==> config.mk <==
export PLATFORM = sky130hd
export DESIGN_NAME = arc_ctrl
export DESIGN_NICKNAME = d
export VERILOG_FILES = /design/src/design/arc_pkg.sv /design/src/design/arc_ctrl.sv /design/src/design/arc_timer.sv
export SDC_FILE = /design/constraint.sdc
export NUM_CORES = 1
export LEC_CHECK = 0
export BUFFER_PORTS_ARGS = -buffer_cell sky130_fd_sc_hd__buf_2
export CAP_MARGIN = 20
export CORE_MARGIN = 3
export CORE_UTILIZATION = 30
export DETAILED_ROUTE_END_ITERATION = 10
export HOLD_SLACK_MARGIN = 0.12
export RECOVER_POWER = 50
export SLEW_MARGIN = 20
export SYNTH_ARGS = -nofsm -noshare
export SYNTH_HDL_FRONTEND = slang
export SYNTH_HIERARCHICAL = 1
export SYNTH_SLANG_ARGS = --single-unit
==> constraint.sdc <==
create_clock -name I_CLK -period 4.58 [get_ports I_CLK]
set_input_delay 0.916 -clock I_CLK [delete_from_list [all_inputs] [get_ports I_CLK]]
set_output_delay 0.916 -clock I_CLK [all_outputs]
set_load 0.02 [all_outputs]
==> src/design/arc_pkg.sv <==
// Constants and carrier types for the auto-retransmit controller.
// Assumes a 100 MHz core clock and an SPI decoder that presents register accesses.
package arc_pkg;

	// ----------------------------------------
	// Register offsets
	// ----------------------------------------
	localparam logic [7:0] REG_MAIN_CTRL   = 8'h00;
	localparam logic [7:0] REG_PIPE_AA     = 8'h05;
	localparam logic [7:0] REG_WAIT_RESEND = 8'h07;
	localparam logic [7:0] REG_RESEND      = 8'h08;

	// ----------------------------------------
	// Field positions and reset values
	// ----------------------------------------
	localparam int         MAIN_RX_ON_BIT  = 7;
	localparam int         WAIT_MSB        = 7;
	localparam int         WAIT_LSB        = 4;
	localparam int         GAP_MSB         = 3;
	localparam int         GAP_LSB         = 0;
	localparam int         LIMIT_MSB       = 7;
	localparam int         LIMIT_LSB       = 4;
	localparam int         NO_AUTO_BIT     = 7;
	localparam logic [7:0] PIPE_AA_RST     = 8'h00;
	localparam logic [7:0] WAIT_RESEND_RST = 8'h00;
	localparam logic [3:0] LIMIT_RST       = 4'h0;
	localparam logic [1:0] MULT_FIRST      = 2'h1;
	localparam logic [1:0] MULT_LAST       = 2'h3;

	// ----------------------------------------
	// Timing
	// ----------------------------------------
	localparam int CLK_MHZ       = 100;
	localparam int ACK_STEP_US   = 250;
	localparam int PLL_SETTLE_US = 130;
	localparam int GAP_STEP_US   = 250;
	localparam int ACK_STEP_CYC  = ACK_STEP_US * CLK_MHZ;
	localparam int PLL_CYC       = PLL_SETTLE_US * CLK_MHZ;
	localparam int GAP_STEP_CYC  = GAP_STEP_US * CLK_MHZ;

	// ----------------------------------------
	// Carriers
	// ----------------------------------------
	typedef struct packed {
		logic       wr;
		logic       rd;
		logic [7:0] addr;
		logic [7:0] wdata;
	} arc_reg_req_s;

	typedef struct packed {
		logic [3:0]  pipe;
		logic [2:0]  pid;
		logic [15:0] crc;
	} arc_rx_pkt_s;

	typedef enum logic [2:0] {
		ST_IDLE,
		ST_SETTLE,
		ST_ON_AIR,
		ST_ACK_WAIT,
		ST_GAP
	} arc_state_e;

endpackage : arc_pkg

==> src/design/arc_ctrl.sv <==
// Auto-retransmit and acknowledgement controller with its registers.
// Assumes an SPI decoder delivering register accesses and payload-write commands,
// and a baseband that sends packets, receives them and reports acknowledgements.
`timescale 1ns/1ps

// How it works
// - With auto-retransmit on, an unacknowledged packet is sent again.
// - Eight per-pipe enable bits, bit 0 pipe 1, reset to zero.
// - Wait window is (upper timing nibble + 1) times 250 us.
// - Wait window starts when the packet finishes going on air.
// - On window expiry without acknowledgement, receive mode ends at once.
// - After the window, idle for the resend gap, then resend.
// - Gap multiplier runs 1, 2, 3, then restarts at 1.
// - Upper nibble of resend register holds resend limit, read-write, reset zero.
// - Lower nibble is read-only resend tally, reset zero.
// - Payload command starts transmit synthesizer; 130 us settle before air.
// - Airtime is total packet bits over data rate.
// - Receive synthesizer starts on mode pin or control bit 7; 130 us settle.
// - Receive interrupt follows a received packet with no negative delay.
// - Arrival of the acknowledgement raises the success interrupt.
// - Packet stays buffered until acknowledged or resending ends.
// - Repeat packet with same identifier and CRC is acknowledged, no interrupt.
module arc_ctrl #(
	parameter int ACK_STEP_CYC = arc_pkg::ACK_STEP_CYC,
	parameter int PLL_CYC      = arc_pkg::PLL_CYC,
	parameter int GAP_STEP_CYC = arc_pkg::GAP_STEP_CYC
) (
	// Clock and reset
	input  wire logic                 I_CLK,
	input  wire logic                 I_RST_B,
	// Register access from the SPI decoder
	input  wire arc_pkg::arc_reg_req_s I_REG,
	output logic [7:0]                O_REG_RDATA,
	// Transmit payload command
	input  wire logic                 I_TX_CMD,
	input  wire logic [3:0]           I_TX_PIPE,
	input  wire logic [7:0]           I_TX_FIRST_BYTE,
	// Baseband transmit side
	output logic                      O_TX_PLL_ON,
	output logic                      O_TX_START,
	input  wire logic                 I_TX_DONE,
	output logic                      O_TX_HOLD,
	// Baseband receive side
	input  wire logic                 I_MODE,
	output logic                      O_RX_PLL_ON,
	output logic                      O_RX_READY,
	input  wire logic                 I_ACK_OK,
	input  wire logic                 I_RX_VALID,
	input  wire arc_pkg::arc_rx_pkt_s I_RX_PKT,
	output logic                      O_ACK_SEND,
	// Events to the host
	output logic                      O_TX_OK,
	output logic                      O_TX_FAIL,
	output logic                      O_RX_IRQ
);

	// ----------------------------------------
	// State
	// ----------------------------------------
	arc_pkg::arc_state_e st, next_st;
	logic [7:0]  pipe_auto_ack_enable, next_pipe_auto_ack_enable;
	logic [7:0]  ack_wait_and_resend_delay, next_ack_wait_and_resend_delay;
	logic [3:0]  resend_limit, next_resend_limit;
	logic [3:0]  resend_tally, next_resend_tally;
	logic        rx_ctrl_on, next_rx_ctrl_on;
	logic [1:0]  mult, next_mult;
	logic        auto_mode, next_auto_mode;
	logic [2:0]  last_pid, next_last_pid;
	logic [15:0] last_crc, next_last_crc;
	logic        last_seen, next_last_seen;
	logic [31:0] rx_settle, next_rx_settle;
	logic [7:0]  next_rdata;
	logic        next_tx_start, next_tx_ok, next_tx_fail, next_rx_irq, next_ack_send;
	logic        next_rx_pll_on, next_rx_ready;
	logic        tm_load;
	logic [31:0] tm_count;
	logic        tm_done;

	// ----------------------------------------
	// Helpers
	// ----------------------------------------
	function automatic logic pipe_enabled(input logic [7:0] en, input logic [3:0] pipe);
		logic r;
		r = 1'b0;
		if (pipe >= 4'h1 && pipe <= 4'h8) begin
			r = en[3'(pipe - 4'h1)];
		end
		return r;
	endfunction : pipe_enabled

	function automatic logic [31:0] cyc(input logic [3:0] n, input int step);
		return 32'(n) * 32'(step);
	endfunction : cyc

	logic [3:0] wait_field;
	logic [3:0] gap_field;
	assign wait_field = ack_wait_and_resend_delay[arc_pkg::WAIT_MSB:arc_pkg::WAIT_LSB];
	assign gap_field  = ack_wait_and_resend_delay[arc_pkg::GAP_MSB:arc_pkg::GAP_LSB];

	arc_timer #(
		.W (32)
	) u_timer (
		.i_clk   (I_CLK),
		.i_rst_b (I_RST_B),
		.i_load  (tm_load),
		.i_count (tm_count),
		.i_stop  (I_ACK_OK && st == arc_pkg::ST_ACK_WAIT),
		.o_done  (tm_done)
	);

	// ----------------------------------------
	// Next-state logic
	// ----------------------------------------
	always_comb begin
		next_st                        = st;
		next_pipe_auto_ack_enable      = pipe_auto_ack_enable;
		next_ack_wait_and_resend_delay = ack_wait_and_resend_delay;
		next_resend_limit              = resend_limit;
		next_resend_tally              = resend_tally;
		next_rx_ctrl_on                = rx_ctrl_on;
		next_mult                      = mult;
		next_auto_mode                 = auto_mode;
		next_last_pid                  = last_pid;
		next_last_crc                  = last_crc;
		next_last_seen                 = last_seen;
		next_rx_settle                 = rx_settle;
		next_rdata                     = 8'h00;
		next_tx_start                  = 1'b0;
		next_tx_ok                     = 1'b0;
		next_tx_fail                   = 1'b0;
		next_rx_irq                    = 1'b0;
		next_ack_send                  = 1'b0;
		tm_load                        = 1'b0;
		tm_count                       = 32'h0000_0001;

		// Register writes and reads
		if (I_REG.wr) begin
			case (I_REG.addr)
				arc_pkg::REG_MAIN_CTRL:   next_rx_ctrl_on = I_REG.wdata[arc_pkg::MAIN_RX_ON_BIT];
				arc_pkg::REG_PIPE_AA:     next_pipe_auto_ack_enable = I_REG.wdata;
				arc_pkg::REG_WAIT_RESEND: next_ack_wait_and_resend_delay = I_REG.wdata;
				arc_pkg::REG_RESEND:      next_resend_limit =
					I_REG.wdata[arc_pkg::LIMIT_MSB:arc_pkg::LIMIT_LSB];
				default: ;
			endcase
		end
		if (I_REG.rd) begin
			case (I_REG.addr)
				arc_pkg::REG_MAIN_CTRL:   next_rdata = {rx_ctrl_on, 7'h00};
				arc_pkg::REG_PIPE_AA:     next_rdata = pipe_auto_ack_enable;
				arc_pkg::REG_WAIT_RESEND: next_rdata = ack_wait_and_resend_delay;
				arc_pkg::REG_RESEND:      next_rdata = {resend_limit, resend_tally};
				default:                  next_rdata = 8'h00;
			endcase
		end

		// Transmit sequence
		case (st)
			arc_pkg::ST_IDLE: begin
				if (I_TX_CMD) begin
					next_auto_mode    = !I_TX_FIRST_BYTE[arc_pkg::NO_AUTO_BIT] &&
						pipe_enabled(pipe_auto_ack_enable, I_TX_PIPE);
					next_resend_tally = 4'h0;
					next_mult         = arc_pkg::MULT_FIRST;
					tm_load           = 1'b1;
					tm_count          = 32'(PLL_CYC);
					next_st           = arc_pkg::ST_SETTLE;
				end
			end
			arc_pkg::ST_SETTLE: begin
				if (tm_done) begin
					next_tx_start = 1'b1;
					next_st       = arc_pkg::ST_ON_AIR;
				end
			end
			arc_pkg::ST_ON_AIR: begin
				// Airtime is set by the baseband from the packet length
				if (I_TX_DONE) begin
					if (auto_mode) begin
						tm_load  = 1'b1;
						tm_count = cyc(wait_field, ACK_STEP_CYC) + 32'(ACK_STEP_CYC);
						next_st  = arc_pkg::ST_ACK_WAIT;
					end else begin
						next_tx_ok = 1'b1;
						next_st    = arc_pkg::ST_IDLE;
					end
				end
			end
			arc_pkg::ST_ACK_WAIT: begin
				if (I_ACK_OK) begin
					next_tx_ok = 1'b1;
					next_st    = arc_pkg::ST_IDLE;
				end else if (tm_done) begin
					if (resend_tally == resend_limit) begin
						next_tx_fail = 1'b1;
						next_st      = arc_pkg::ST_IDLE;
					end else if (gap_field == 4'h0) begin
						next_resend_tally = resend_tally + 4'h1;
						tm_load           = 1'b1;
						tm_count          = 32'(PLL_CYC);
						next_st           = arc_pkg::ST_SETTLE;
					end else begin
						tm_load  = 1'b1;
						tm_count = cyc(gap_field, GAP_STEP_CYC) * 32'(mult);
						next_st  = arc_pkg::ST_GAP;
					end
					next_mult = (mult == arc_pkg::MULT_LAST) ? arc_pkg::MULT_FIRST
						: mult + 2'h1;
				end
			end
			arc_pkg::ST_GAP: begin
				if (tm_done) begin
					next_resend_tally = resend_tally + 4'h1;
					tm_load           = 1'b1;
					tm_count          = 32'(PLL_CYC);
					next_st           = arc_pkg::ST_SETTLE;
				end
			end
			default: next_st = arc_pkg::ST_IDLE;
		endcase

		// Receive synthesizer and settle
		next_rx_pll_on = I_MODE || rx_ctrl_on || next_st == arc_pkg::ST_ACK_WAIT;
		if (!next_rx_pll_on) begin
			next_rx_settle = 32'h0;
		end else if (rx_settle != 32'(PLL_CYC)) begin
			next_rx_settle = rx_settle + 32'h1;
		end
		next_rx_ready = next_rx_pll_on && (next_rx_settle == 32'(PLL_CYC));

		// Received data packets
		if (I_RX_VALID) begin
			next_ack_send = pipe_enabled(pipe_auto_ack_enable, I_RX_PKT.pipe);
			if (!(last_seen && last_pid == I_RX_PKT.pid && last_crc == I_RX_PKT.crc)) begin
				next_rx_irq = 1'b1;
			end
			next_last_seen = 1'b1;
			next_last_pid  = I_RX_PKT.pid;
			next_last_crc  = I_RX_PKT.crc;
		end
	end

	// ----------------------------------------
	// Registers
	// ----------------------------------------
	always_ff @(posedge I_CLK or negedge I_RST_B) begin
		if (!I_RST_B) begin
			st                        <= arc_pkg::ST_IDLE;
			pipe_auto_ack_enable      <= arc_pkg::PIPE_AA_RST;
			ack_wait_and_resend_delay <= arc_pkg::WAIT_RESEND_RST;
			resend_limit              <= arc_pkg::LIMIT_RST;
			resend_tally              <= 4'h0;
			rx_ctrl_on                <= 1'b0;
			mult                      <= arc_pkg::MULT_FIRST;
			auto_mode                 <= 1'b0;
			last_pid                  <= 3'h0;
			last_crc                  <= 16'h0000;
			last_seen                 <= 1'b0;
			rx_settle                 <= 32'h0;
			O_REG_RDATA               <= 8'h00;
			O_TX_PLL_ON               <= 1'b0;
			O_TX_START                <= 1'b0;
			O_TX_HOLD                 <= 1'b0;
			O_RX_PLL_ON               <= 1'b0;
			O_RX_READY                <= 1'b0;
			O_ACK_SEND                <= 1'b0;
			O_TX_OK                   <= 1'b0;
			O_TX_FAIL                 <= 1'b0;
			O_RX_IRQ                  <= 1'b0;
		end else begin
			st                        <= next_st;
			pipe_auto_ack_enable      <= next_pipe_auto_ack_enable;
			ack_wait_and_resend_delay <= next_ack_wait_and_resend_delay;
			resend_limit              <= next_resend_limit;
			resend_tally              <= next_resend_tally;
			rx_ctrl_on                <= next_rx_ctrl_on;
			mult                      <= next_mult;
			auto_mode                 <= next_auto_mode;
			last_pid                  <= next_last_pid;
			last_crc                  <= next_last_crc;
			last_seen                 <= next_last_seen;
			rx_settle                 <= next_rx_settle;
			O_REG_RDATA               <= next_rdata;
			O_TX_PLL_ON               <= next_st == arc_pkg::ST_SETTLE ||
				next_st == arc_pkg::ST_ON_AIR;
			O_TX_START                <= next_tx_start;
			O_TX_HOLD                 <= next_st != arc_pkg::ST_IDLE;
			O_RX_PLL_ON               <= next_rx_pll_on;
			O_RX_READY                <= next_rx_ready;
			O_ACK_SEND                <= next_ack_send;
			O_TX_OK                   <= next_tx_ok;
			O_TX_FAIL                 <= next_tx_fail;
			O_RX_IRQ                  <= next_rx_irq;
		end
	end

endmodule : arc_ctrl

==> src/design/arc_timer.sv <==
// Loadable down-counter that pulses once when the loaded count has elapsed.
// Assumes the caller loads a count of at least one.
`timescale 1ns/1ps
module arc_timer #(
	parameter int W = 32
) (
	// Clock and reset
	input  wire logic         i_clk,
	input  wire logic         i_rst_b,
	// Control
	input  wire logic         i_load,
	input  wire logic [W-1:0] i_count,
	input  wire logic         i_stop,
	// Status
	output logic              o_done
);

	logic [W-1:0] cnt;
	logic [W-1:0] next_cnt;
	logic         next_done;

	always_comb begin
		next_cnt  = cnt;
		next_done = 1'b0;
		if (i_stop) begin
			next_cnt = '0;
		end else if (i_load) begin
			next_cnt = i_count;
		end else if (cnt != '0) begin
			next_cnt  = cnt - 1'b1;
			next_done = (cnt == {{(W-1){1'b0}}, 1'b1});
		end
	end

	always_ff @(posedge i_clk or negedge i_rst_b) begin
		if (!i_rst_b) begin
			cnt    <= '0;
			o_done <= 1'b0;
		end else begin
			cnt    <= next_cnt;
			o_done <= next_done;
		end
	end

endmodule : arc_timer

=== Yosys cells after proc, flatten, opt, wreduce, memory -nomap -nowiden ===
Index checks and enable logic that the tools add are counted.

* Register bits: 133
* Output and inout port bits: 17
* Word-level logic and storage cells: 158

* $add $sub $neg: 7
* $mul: 3
* Order comparisons: 6
* Equal/unequal tests: 23
* Multiplexer cells: 69
* Reduce and logical (&&, ||, !) cells: 26

{| class="wikitable"
|+ Operators with widths
! kind !! number
|-
| $mux W32 || 5
|-
| $mux W21 || 4
|-
| $pmux W21 S4 || 1
|-
| $mux W20 || 2
|-
| $add A32 B1 Y32 const B || 1
|-
| $eq A32 B1 Y1 const B || 1
|-
| $eq A32 B14 Y1 const B || 1
|-
| $mul A4 B12 Y16 const B || 2
|-
| $ne A32 B14 Y1 const B || 1
|-
| $pmux W8 S4 || 1
|-
| $reduce_bool A32 Y1 || 1
|-
| $sub A32 B1 Y32 const B || 1
|-
| $mux W14 || 2
|-
| $mux W1 || 27
|-
| $mux W3 || 8
|-
| $mux W4 || 6
|-
| $add A19 B15 Y20 const B || 1
|-
| $mul A16 B2 Y18 || 1
|-
| $eq A16 B16 Y1 || 1
|-
| $eq A8 B3 Y1 const B || 2
|-
| $pmux W3 S5 || 1
|-
| $eq A3 B2 Y1 const B || 4
|-
| $pmux W4 S3 || 1
|-
| $mux W2 || 5
|-
| other kinds (30) || 54
|}

=== Logic depth before layout (Yosys ltp) ===
Gate-level depths: netlist (run 1).

* Word-level depth: 11
* Gate-level depth with buffers: 22

=== Hierarchy ===
The synthesis (run 1) kept the hierarchy.

{| class="wikitable"
|+ By module, submodules not included
! module !! instances !! cells each !! area each (µm²) !! seq. area each (µm²)
|-
| arc_ctrl || 1 || 857 || 7917.6 || 2503.7
|-
| arc_timer || 1 || 222 || 2085.8 || 825.8
|}

=== Worst setup path after synthesis (run 1) ===
OpenSTA, ideal clock, no wires.

* Kind: register to register
* From: register ack_wait_and_resend_delay[1]
* To: register u_timer.cnt[16]
* Library setup time: 0.121 ns
* Data arrival time: 4.264 ns
* Required time: 4.459 ns
* Setup slack: 0.195 ns
* Stages on the path, launching flop included: 22
* Path through: dfrtp_1 > ha_1 > xor2_1 > ha_1 > a21o_1 > ha_1 > a21oi_1 > o21ai_0 > a21o_1 > a21oi_1 > xnor2_1 > and2_1 > ha_1 > clkbuf_1 > a211o_1 > a211o_1 > a211oi_1 > xor2_1 > nor2_1 > or3_1 > mux2i_1 > nor2_1

* Word-level cells in the longest chain between the ends: 9
* Elaborated cells between the ends (all ways): 10
* Those cells by class: mul (2); mux (7); reduce/logical (1)

{| class="wikitable"
|+ RTL lines
! item !! RTL line !! source
|-
| start: declaration || arc_ctrl.sv:62 || <nowiki>logic [7:0] ack_wait_and_resend_delay, next_ack_wait_and_resend_delay;</nowiki>
|-
| start signal: assignment || arc_ctrl.sv:250 || <nowiki>ack_wait_and_resend_delay <= arc_pkg::WAIT_RESEND_RST;</nowiki>
|-
| start signal: assignment || arc_ctrl.sv:273 || <nowiki>ack_wait_and_resend_delay <= next_ack_wait_and_resend_delay;</nowiki>
|-
| $mul A4 B12 Y16 || arc_ctrl.sv:92 || <nowiki>return 32'(n) * 32'(step);</nowiki>
|-
| $mul A16 B2 Y18 || arc_ctrl.sv:204 || <nowiki>tm_count = cyc(gap_field, GAP_STEP_CYC) * 32'(mult);</nowiki>
|-
| $mux W21 (*) || arc_ctrl.sv:197 || <nowiki>end else if (gap_field == 4'h0) begin</nowiki>
|-
| $mux W21 (*) || arc_ctrl.sv:194 || <nowiki>if (resend_tally == resend_limit) begin</nowiki>
|-
| $mux W21 (*) || arc_ctrl.sv:193 || <nowiki>end else if (tm_done) begin</nowiki>
|-
| $mux W21 (*) || arc_ctrl.sv:190 || <nowiki>if (I_ACK_OK) begin</nowiki>
|-
| $pmux W21 S4 (*) || arc_ctrl.sv:158 || <nowiki>case (st)</nowiki>
|-
| named net tm_count[16] || arc_ctrl.sv:76 || <nowiki>logic [31:0] tm_count;</nowiki>
|-
| $mux W32 (*) || arc_timer.sv:27 || <nowiki>end else if (i_load) begin</nowiki>
|-
| $mux W32 (*) || arc_timer.sv:25 || <nowiki>if (i_stop) begin</nowiki>
|-
| end signal: assignment || arc_timer.sv:40 || <nowiki>cnt <= next_cnt;</nowiki>
|-
| end: declaration || arc_timer.sv:18 || <nowiki>logic [W-1:0] cnt;</nowiki>
|}

The timed path passes the listed nets; every way through them passes the cells marked *.
A chain may end at the register's enable or synchronous reset.

=== Final worst setup path (run 1) ===
* From: register ack_wait_and_resend_delay[1]
* To: register u_timer.cnt[20]

The elaborated chain is that of the path after synthesis.

==> summary.md, run 1 <==
| Metric | Value |
|---|---|
| Post-synthesis simple-gate area fraction | `0.218` |
| Drc violations | `0` |
| Multiplexer area fraction after synthesis | `0.0743` |
| Setup Slack @ Placement | `-0.0116 ns` |
| Max-Cap Viols | `1` |
| Reg2Reg Depth | `23` |
| Slew headroom | `-0.728` |
| Area grow syn2layout | `14.5%` |
| Post-synth EDFFs | `0` |
| Synth Area in XOR/XNOR | `0.107` |
| Fmax | `0.231 GHz` |
| Synth warnings | `6` |
| Overflow after GRT | `0` |
| Ant diodes | `0` |
| HP Class | `flop to flop` |
| Via count | `8171` |
| Worst-Margin Slew | `2.59 ns` |
| Cts hold-fix bufs | `0` |
| First-pass GRT wire length | `40.4 mm` |
| Clock skew | `0.0148 ns` |
| Core area | `32700 um2` |
| Reg clk slew, reported paths | `0.06 ns` |
| Antenna-violating nets left | `0` |
| Initial DRC count | `483` |
| Register area share after synthesis | `0.333` |
| Final period utilization | `0.947` |
| Maximum VDD drop | `219 uV` |
| Hold Vio Cnt, Final | `0` |
| Hold path endpoint | `last_seen` |
| Minimum clock period | `4.34 ns` |
| Pleak | `0.00503 uW` |
| Clock latency on the worst-skew pair | `0.42 ns` |
| Initial Util | `0.306` |
| Compound-cell area share of the yosys netlist | `0.149` |
| FF-to-FF setup slack | `0.24 ns` |
| Synthesized area | `10000 um2` |
| Die Area | `35600 um2` |
| Synth top area share | `0.330` |
| Root buf cell | `clkbuf_16` |
| Buffers added on ports | `69` |
| Critical path arrival | `4.67 ns` |
| Synth Register Bits | `133` |
| Mean Syn Cell Area | `9.27 um2` |
| CP Class | `flop to flop` |
| Share of layout cells above drive strength 1 | `0.185` |
| Commonest non-fill, non-tap cell in the layout | `dfrtp_1` |
| Global Route Usage Sum | `0.137` |
| Synth area leader | `dfrtp_1` |
| Cell variety after synth | `85` |
| IO Pins | `77` |
| Cells after Synth | `1079` |
| Hold path start | `last_seen` |
| TritonCTS Buffers | `17` |
| CTS Buffer Depth | `2` |
| Tot Pwr | `3360 uW` |
| Violated checks | `max-capacitance violations, max-slew violations` |
| Largest family of logic cells by synthesized area | `simple AND/OR/NAND/NOR gates` |
| Largest net degree at the start of global routing | `106` |
| Final Max Tran Viols | `106` |
| Area contributors post-synth | `dfrtp_1, ha_1, mux2_2` |
| Status | `finished with violations` |
| Die Width | `189 um` |
| GPL Wtd Cong | `0.835` |
| RR Endpoint | `u_timer/cnt[20]` |
| Die height | `189 um` |
| TritonCTS clock tree | `yes` |
| Crit-path max FO | `5` |
| Hpwl dp | `18.3 mm` |
| Nets@finish | `1276` |
| Final setup margin | `0.243 ns` |
| Row count | `66` |
| Drt via density | `5.08` |
| Hold_ws | `0.477 ns` |
| CP Launch Type | `flop` |
| Initial antenna violation count | `0` |
| P per Cell Area | `293 nW/um2` |
| Detailed Routing Iterations Pass 1 | `5` |
| Final Routed Wirelength | `24.6 mm` |
| Clk sink count | `133` |
| RR Startpoint | `ack_wait_and_resend_delay[1]` |
| DR WL/cell | `15.3 um` |
| Commonest cells after routing, fill and taps aside | `dfrtp_1, nor2_1, buf_2` |
| H-tree depth | `4` |
| FFs w/ async S/R, synth | `1.00` |
| Post-Synth Adder-Cell Area | `0.0816` |
| Hold Crit Depth | `1` |
| Setup violators final | `0` |
| CP Capture Type | `flop` |
| CP required | `4.91 ns` |
| Setup TNS | `0 ns` |
| Vias in the first global route | `8004` |
| Main flop type after synthesis | `dfrtp_1` |
## cells in the mapped netlist (12+ instances only)
| library cell | count |
|---|---|
| a21oi_1 | 44 |
| a22oi_1 | 12 |
| and2_1 | 35 |
| and3_1 | 21 |
| clkbuf_1 | 27 |
| dfrtp_1 | 132 |
| ha_1 | 62 |
| inv_1 | 40 |
| mux2_2 | 50 |
| nand2_1 | 52 |
| nand2b_1 | 23 |
| nand3_1 | 24 |
| nand4_1 | 22 |
| nor2_1 | 98 |
| nor3_1 | 28 |
| nor4_1 | 25 |
| o211a_1 | 16 |
| o211ai_1 | 15 |
| o21ai_0 | 40 |
| xnor2_1 | 61 |
| xor2_1 | 61 |
## worst max-delay path, cell delays in order, from the launching register on
cell and delay [ns]:
dfrtp_1 0.43, ha_1 0.24, xor2_1 0.15, ha_1 0.18
a21o_1 0.18, ha_4 0.23, a21oi_2 0.16, o21ai_2 0.08
a21o_1 0.19, a21oi_2 0.14, xnor2_1 0.08, and2_1 0.17
ha_1 0.29, buf_4 0.13, o211ai_1 0.09, a21boi_1 0.21
and3_1 0.22, buf_4 0.11, a21oi_1 0.06, a21oi_1 0.23
nand2_1 0.08, a211oi_1 0.34, nand2_1 0.11, a21oi_1 0.15
## per-layer routing
| layer | up-vias | global-route usage | routed length, um |
|---|---|---|---|
| li1 | 4042 | - | - |
| met1 | 3950 | 0.187 | 11900 |
| met2 | 153 | 0.228 | 11600 |
| met3 | 26 | 0.0220 | 760 |
| met4 | 0 | 0.0338 | 278 |
| met5 | - | 0 | 0 |
## cell families after synthesis
kind of cell	after synthesis
AND/OR/NAND/NOR	394
AO/OA/AOI/OAI	213
flip-flops	133
XOR/XNOR	122
buffers and inverters	89
adder cells (fa/ha/maj)	64
multiplexers	63
other	1
## layout make-up
class	count	area, um2
sequential	133	3330
clock inverter	14	101
tap	442	553
multi-input combinational	869	6390
inverter	41	154
fill	3431	21200
timing repair buffer	90	498
clock buffer	18	429
## registers in the layout, summed over array words and instances (netlist names)
name	flops
O_ACK_SEND	1
O_REG_RDATA	8
O_RX_IRQ	1
O_RX_PLL_ON	1
O_RX_READY	1
O_TX_FAIL	1
O_TX_HOLD	1
O_TX_OK	1
O_TX_PLL_ON	1
O_TX_START	1
ack_wait_and_resend_delay	8
auto_mode	1
last_crc	16
last_pid	3
last_seen	1
mult	2
pipe_auto_ack_enable	8
resend_limit	4
resend_tally	4
rx_ctrl_on	1
rx_settle	32
st	3
u_timer/cnt	32
u_timer/o_done	1
## through the flow
step	util	instance area [um2]	cells
after floorplan	-	10000	1091
after global placement	0.333	10900	1574
after detailed placement	0.333	10900	1574
after CTS	0.349	11400	1606
after global routing	0.350	11500	1607
final	0.350	11500	1607
## worst max-delay path by stage
stage | endpoint | cells past startpoint | slack [ns] | start
floorplan | u_timer/cnt[16] | 21 | 0.20 | ack_wait_and_resend_delay[1]
global placement | u_timer/cnt[16] | 22 | 0.03 | ack_wait_and_resend_delay[1]
detailed placement | u_timer/cnt[16] | 22 | -0.01 | ack_wait_and_resend_delay[1]
CTS | u_timer/cnt[16] | 22 | 0.01 | ack_wait_and_resend_delay[1]
global route | u_timer/cnt[16] | 21 | -0.04 | ack_wait_and_resend_delay[1]
finish | u_timer/cnt[20] | 23 | 0.24 | ack_wait_and_resend_delay[1]
## power breakdown
part	internal, uW	switching [uW]
combinational	306	350
clock	695	561
sequential	1300	146
total	2300	1060
## what timing repair did
item / 4_1_cts / 5_1_grt
pin swaps: 0 / 4
setup endpoints to repair: 1 / 7
buffers inserted: 0 / 1
resized for setup: 1 / 13
Note: power is estimated with default switching activity, not from simulation.
==> inputs of run 2 (changes only) <==
Settings changed: CORE_MARGIN 3 to not set.
==> run 2 against run 1 <==
Compared with the run above:
- clock power up 22%
- setup slack better by 0.019 ns
- critical path depth down 3
- power up 8.6%
- count of clock-buffer cells in the layout up 3
- maximum frequency up 0.44%
- non-clock buffer count up 3
- critical path type unchanged
- highest routed layer unchanged
- via count up 0.21%
- clock skew down 0.00081 ns
- critical endpoint is now u_timer/cnt[16]
- cell count up 0.25%
- wire length down 1.4%
- the flow still finishes with violations (max-capacitance violations, max-slew violations)
==> summary.md, run 2 (same netlist as run 1, synthesis figures left out) <==
| Metric | Value |
|---|---|
| Vias in the first global route | `7935 (-0.86%)` |
| Top flop regs | `rx_settle x32, u_timer/cnt x32, last_crc x16` |
| Row count | `66 (unchanged)` |
| CP Launch Type | `flop` |
| Via count | `8188 (+0.21%)` |
| GPL Wtd Cong | `0.818 (-2.0%)` |
| Slew headroom | `-1.28 (-0.554)` |
| P per Cell Area | `314 nW/um2 (+7.1%)` |
| Violated checks | `max-capacitance violations, max-slew violations` |
| Die Area | `34100 um2 (-4.2%)` |
| Max-Cap Viols | `1 (unchanged)` |
| DR WL/cell | `15.0 um (-1.7%)` |
| Die height | `185 um (-2.1%)` |
| Initial Util | `0.306 (unchanged)` |
| CTS Buffer Depth | `2 (unchanged)` |
| CP Class | `flop to flop` |
| Initial antenna violation count | `1 (+1)` |
| Hold_ws | `0.462 ns (-0.0153 ns)` |
| H-tree depth | `4 (unchanged)` |
| Final Routed Wirelength | `24.2 mm (-1.4%)` |
| Hold Crit Depth | `1 (unchanged)` |
| Worst-Margin Slew | `3.42 ns (+0.830 ns)` |
| Core area | `32700 um2 (unchanged)` |
| Setup TNS | `0 ns (unchanged)` |
| Setup Slack @ Placement | `0.0481 ns (+0.0597 ns)` |
| RSZ-0062 raised after global routing | `no` |
| TritonCTS clock tree | `yes` |
| Reg clk slew, reported paths | `0.06 ns (about the same)` |
| Crit-path max FO | `6 (+1)` |
| Final Max Tran Viols | `74 (-30%)` |
| Clock skew | `0.0140 ns (-0.000811 ns)` |
| Root buf cell | `clkbuf_16` |
| Clock latency on the worst-skew pair | `0.44 ns (+0.02 ns)` |
| Setup violators final | `0 (unchanged)` |
| Buffers added on ports | `69 (unchanged)` |
| Commonest cells after routing, fill and taps aside | `dfrtp_1, nor2_1, buf_2` |
| Final period utilization | `0.943 (-0.00419)` |
| Drc violations | `0 (unchanged)` |
| CP required | `4.87 ns (-0.04 ns)` |
| Detailed Routing Iterations Pass 1 | `5 (unchanged)` |
| Antenna-violating nets left | `0 (unchanged)` |
| Initial DRC count | `442 (-8.5%)` |
| Hold Vio Cnt, Final | `0 (unchanged)` |
| Status | `finished with violations` |
| Minimum clock period | `4.32 ns (-0.0192 ns)` |
| TritonCTS Buffers | `17 (unchanged)` |
| Die Width | `185 um (-2.1%)` |
| IO Pins | `77 (unchanged)` |
| Maximum VDD drop | `246 uV (+13%)` |
| Final core utilization | `0.355 (+0.00482)` |
| Critical path arrival | `4.61 ns (-0.06 ns)` |
| Pleak | `0.00511 uW (+1.6%)` |
| First-pass GRT wire length | `40.2 mm (-0.71%)` |
| Reg2Reg Depth | `20 (-13%)` |
| HP Class | `flop to flop` |
| Area grow syn2layout | `16.1%` |
| Global Route Usage Sum | `0.146 (+0.00941)` |
| Overflow after GRT | `0 (unchanged)` |
| Commonest non-fill, non-tap cell in the layout | `dfrtp_1` |
| Drt via density | `5.08 (about the same)` |
| Clk sink count | `133 (unchanged)` |
| Hpwl dp | `18.2 mm (-0.73%)` |
| Largest net degree at the start of global routing | `74 (-30%)` |
| Share of layout cells above drive strength 1 | `0.184 (-0.00133)` |
| Final setup margin | `0.262 ns (+0.0192 ns)` |
| Nets@finish | `1279 (+0.24%)` |
| CP Capture Type | `flop` |
| Fmax | `0.232 GHz (+0.44%)` |
==> run 2: layer usage <==
metal,wire length [um],track usage
met1,11800,0.199
met2,11300,0.234
met3,751,0.0267
met4,338,0.0447
met5,0,0
==> run 2: path summary, 6_finish.rpt <==
check,startpoint,to,slack (ns)
setup / recovery,ack_wait_and_resend_delay[3],u_timer/cnt[16],0.26
hold / removal,last_seen,last_seen,0.46
setup reg to reg,ack_wait_and_resend_delay[3],u_timer/cnt[16],0.26
hold reg to reg,last_seen,last_seen,0.46
max in group asynchronous,I_RST_B,mult[1],0.78
min in group asynchronous,I_RST_B,rx_settle[4],1.85
==> run 2: through the flow <==
step	instance area [um2]	std cells	total power, uW
final	11600	1611	3650
after global placement	10900	1577	2100
after CTS	11600	1609	3670
after detailed placement	10900	1577	2120
after floorplan	10000	1091	1920
after global routing	11600	1610	3830
==> run 2: worst max-delay path, stage by stage (launching register included) <==
cell and delay (ns):
dfrtp_1 0.42, buf_4 0.15, inv_1 0.04, ha_1 0.27, ha_1 0.37, ha_1 0.40, a21o_1 0.18, a21oi_1 0.16
xnor2_1 0.09, and2_1 0.17, ha_1 0.28, buf_4 0.15, a21oi_1 0.13, a21boi_1 0.09, and3_1 0.21, a211oi_2 0.24
xor2_1 0.19, nor2_1 0.06, or3_1 0.37, mux2i_1 0.14, nor2_1 0.05
==> run 2: cell type report <==
type | instances | area [um2]
inverter | 41 | 154
fill | 3372 | 21100
antenna | 1 | 2.50
timing repair buffer | 93 | 528
clock inverter | 11 | 195
clock buffer | 21 | 470
multi-input combinational | 869 | 6380
tap | 442 | 553
sequential | 133 | 3330
==> run 2: report_power, final <==
| part | internal [uW] | total, uW | leakage (uW) | switching [uW] |
|---|---|---|---|---|
| Sequential | 1300 | 1450 | 0.00171 | 147 |
| Combinational | 308 | 660 | 0.00308 | 352 |
| Clock | 1010 | 1540 | 0.000316 | 529 |
==> run 2: repair_timing <==
action / CTS / global route
hold buffers: 0 / 0
gates resized for setup: 0 / 11
setup endpoints to repair: 0 / 7
setup buffers: 0 / 1
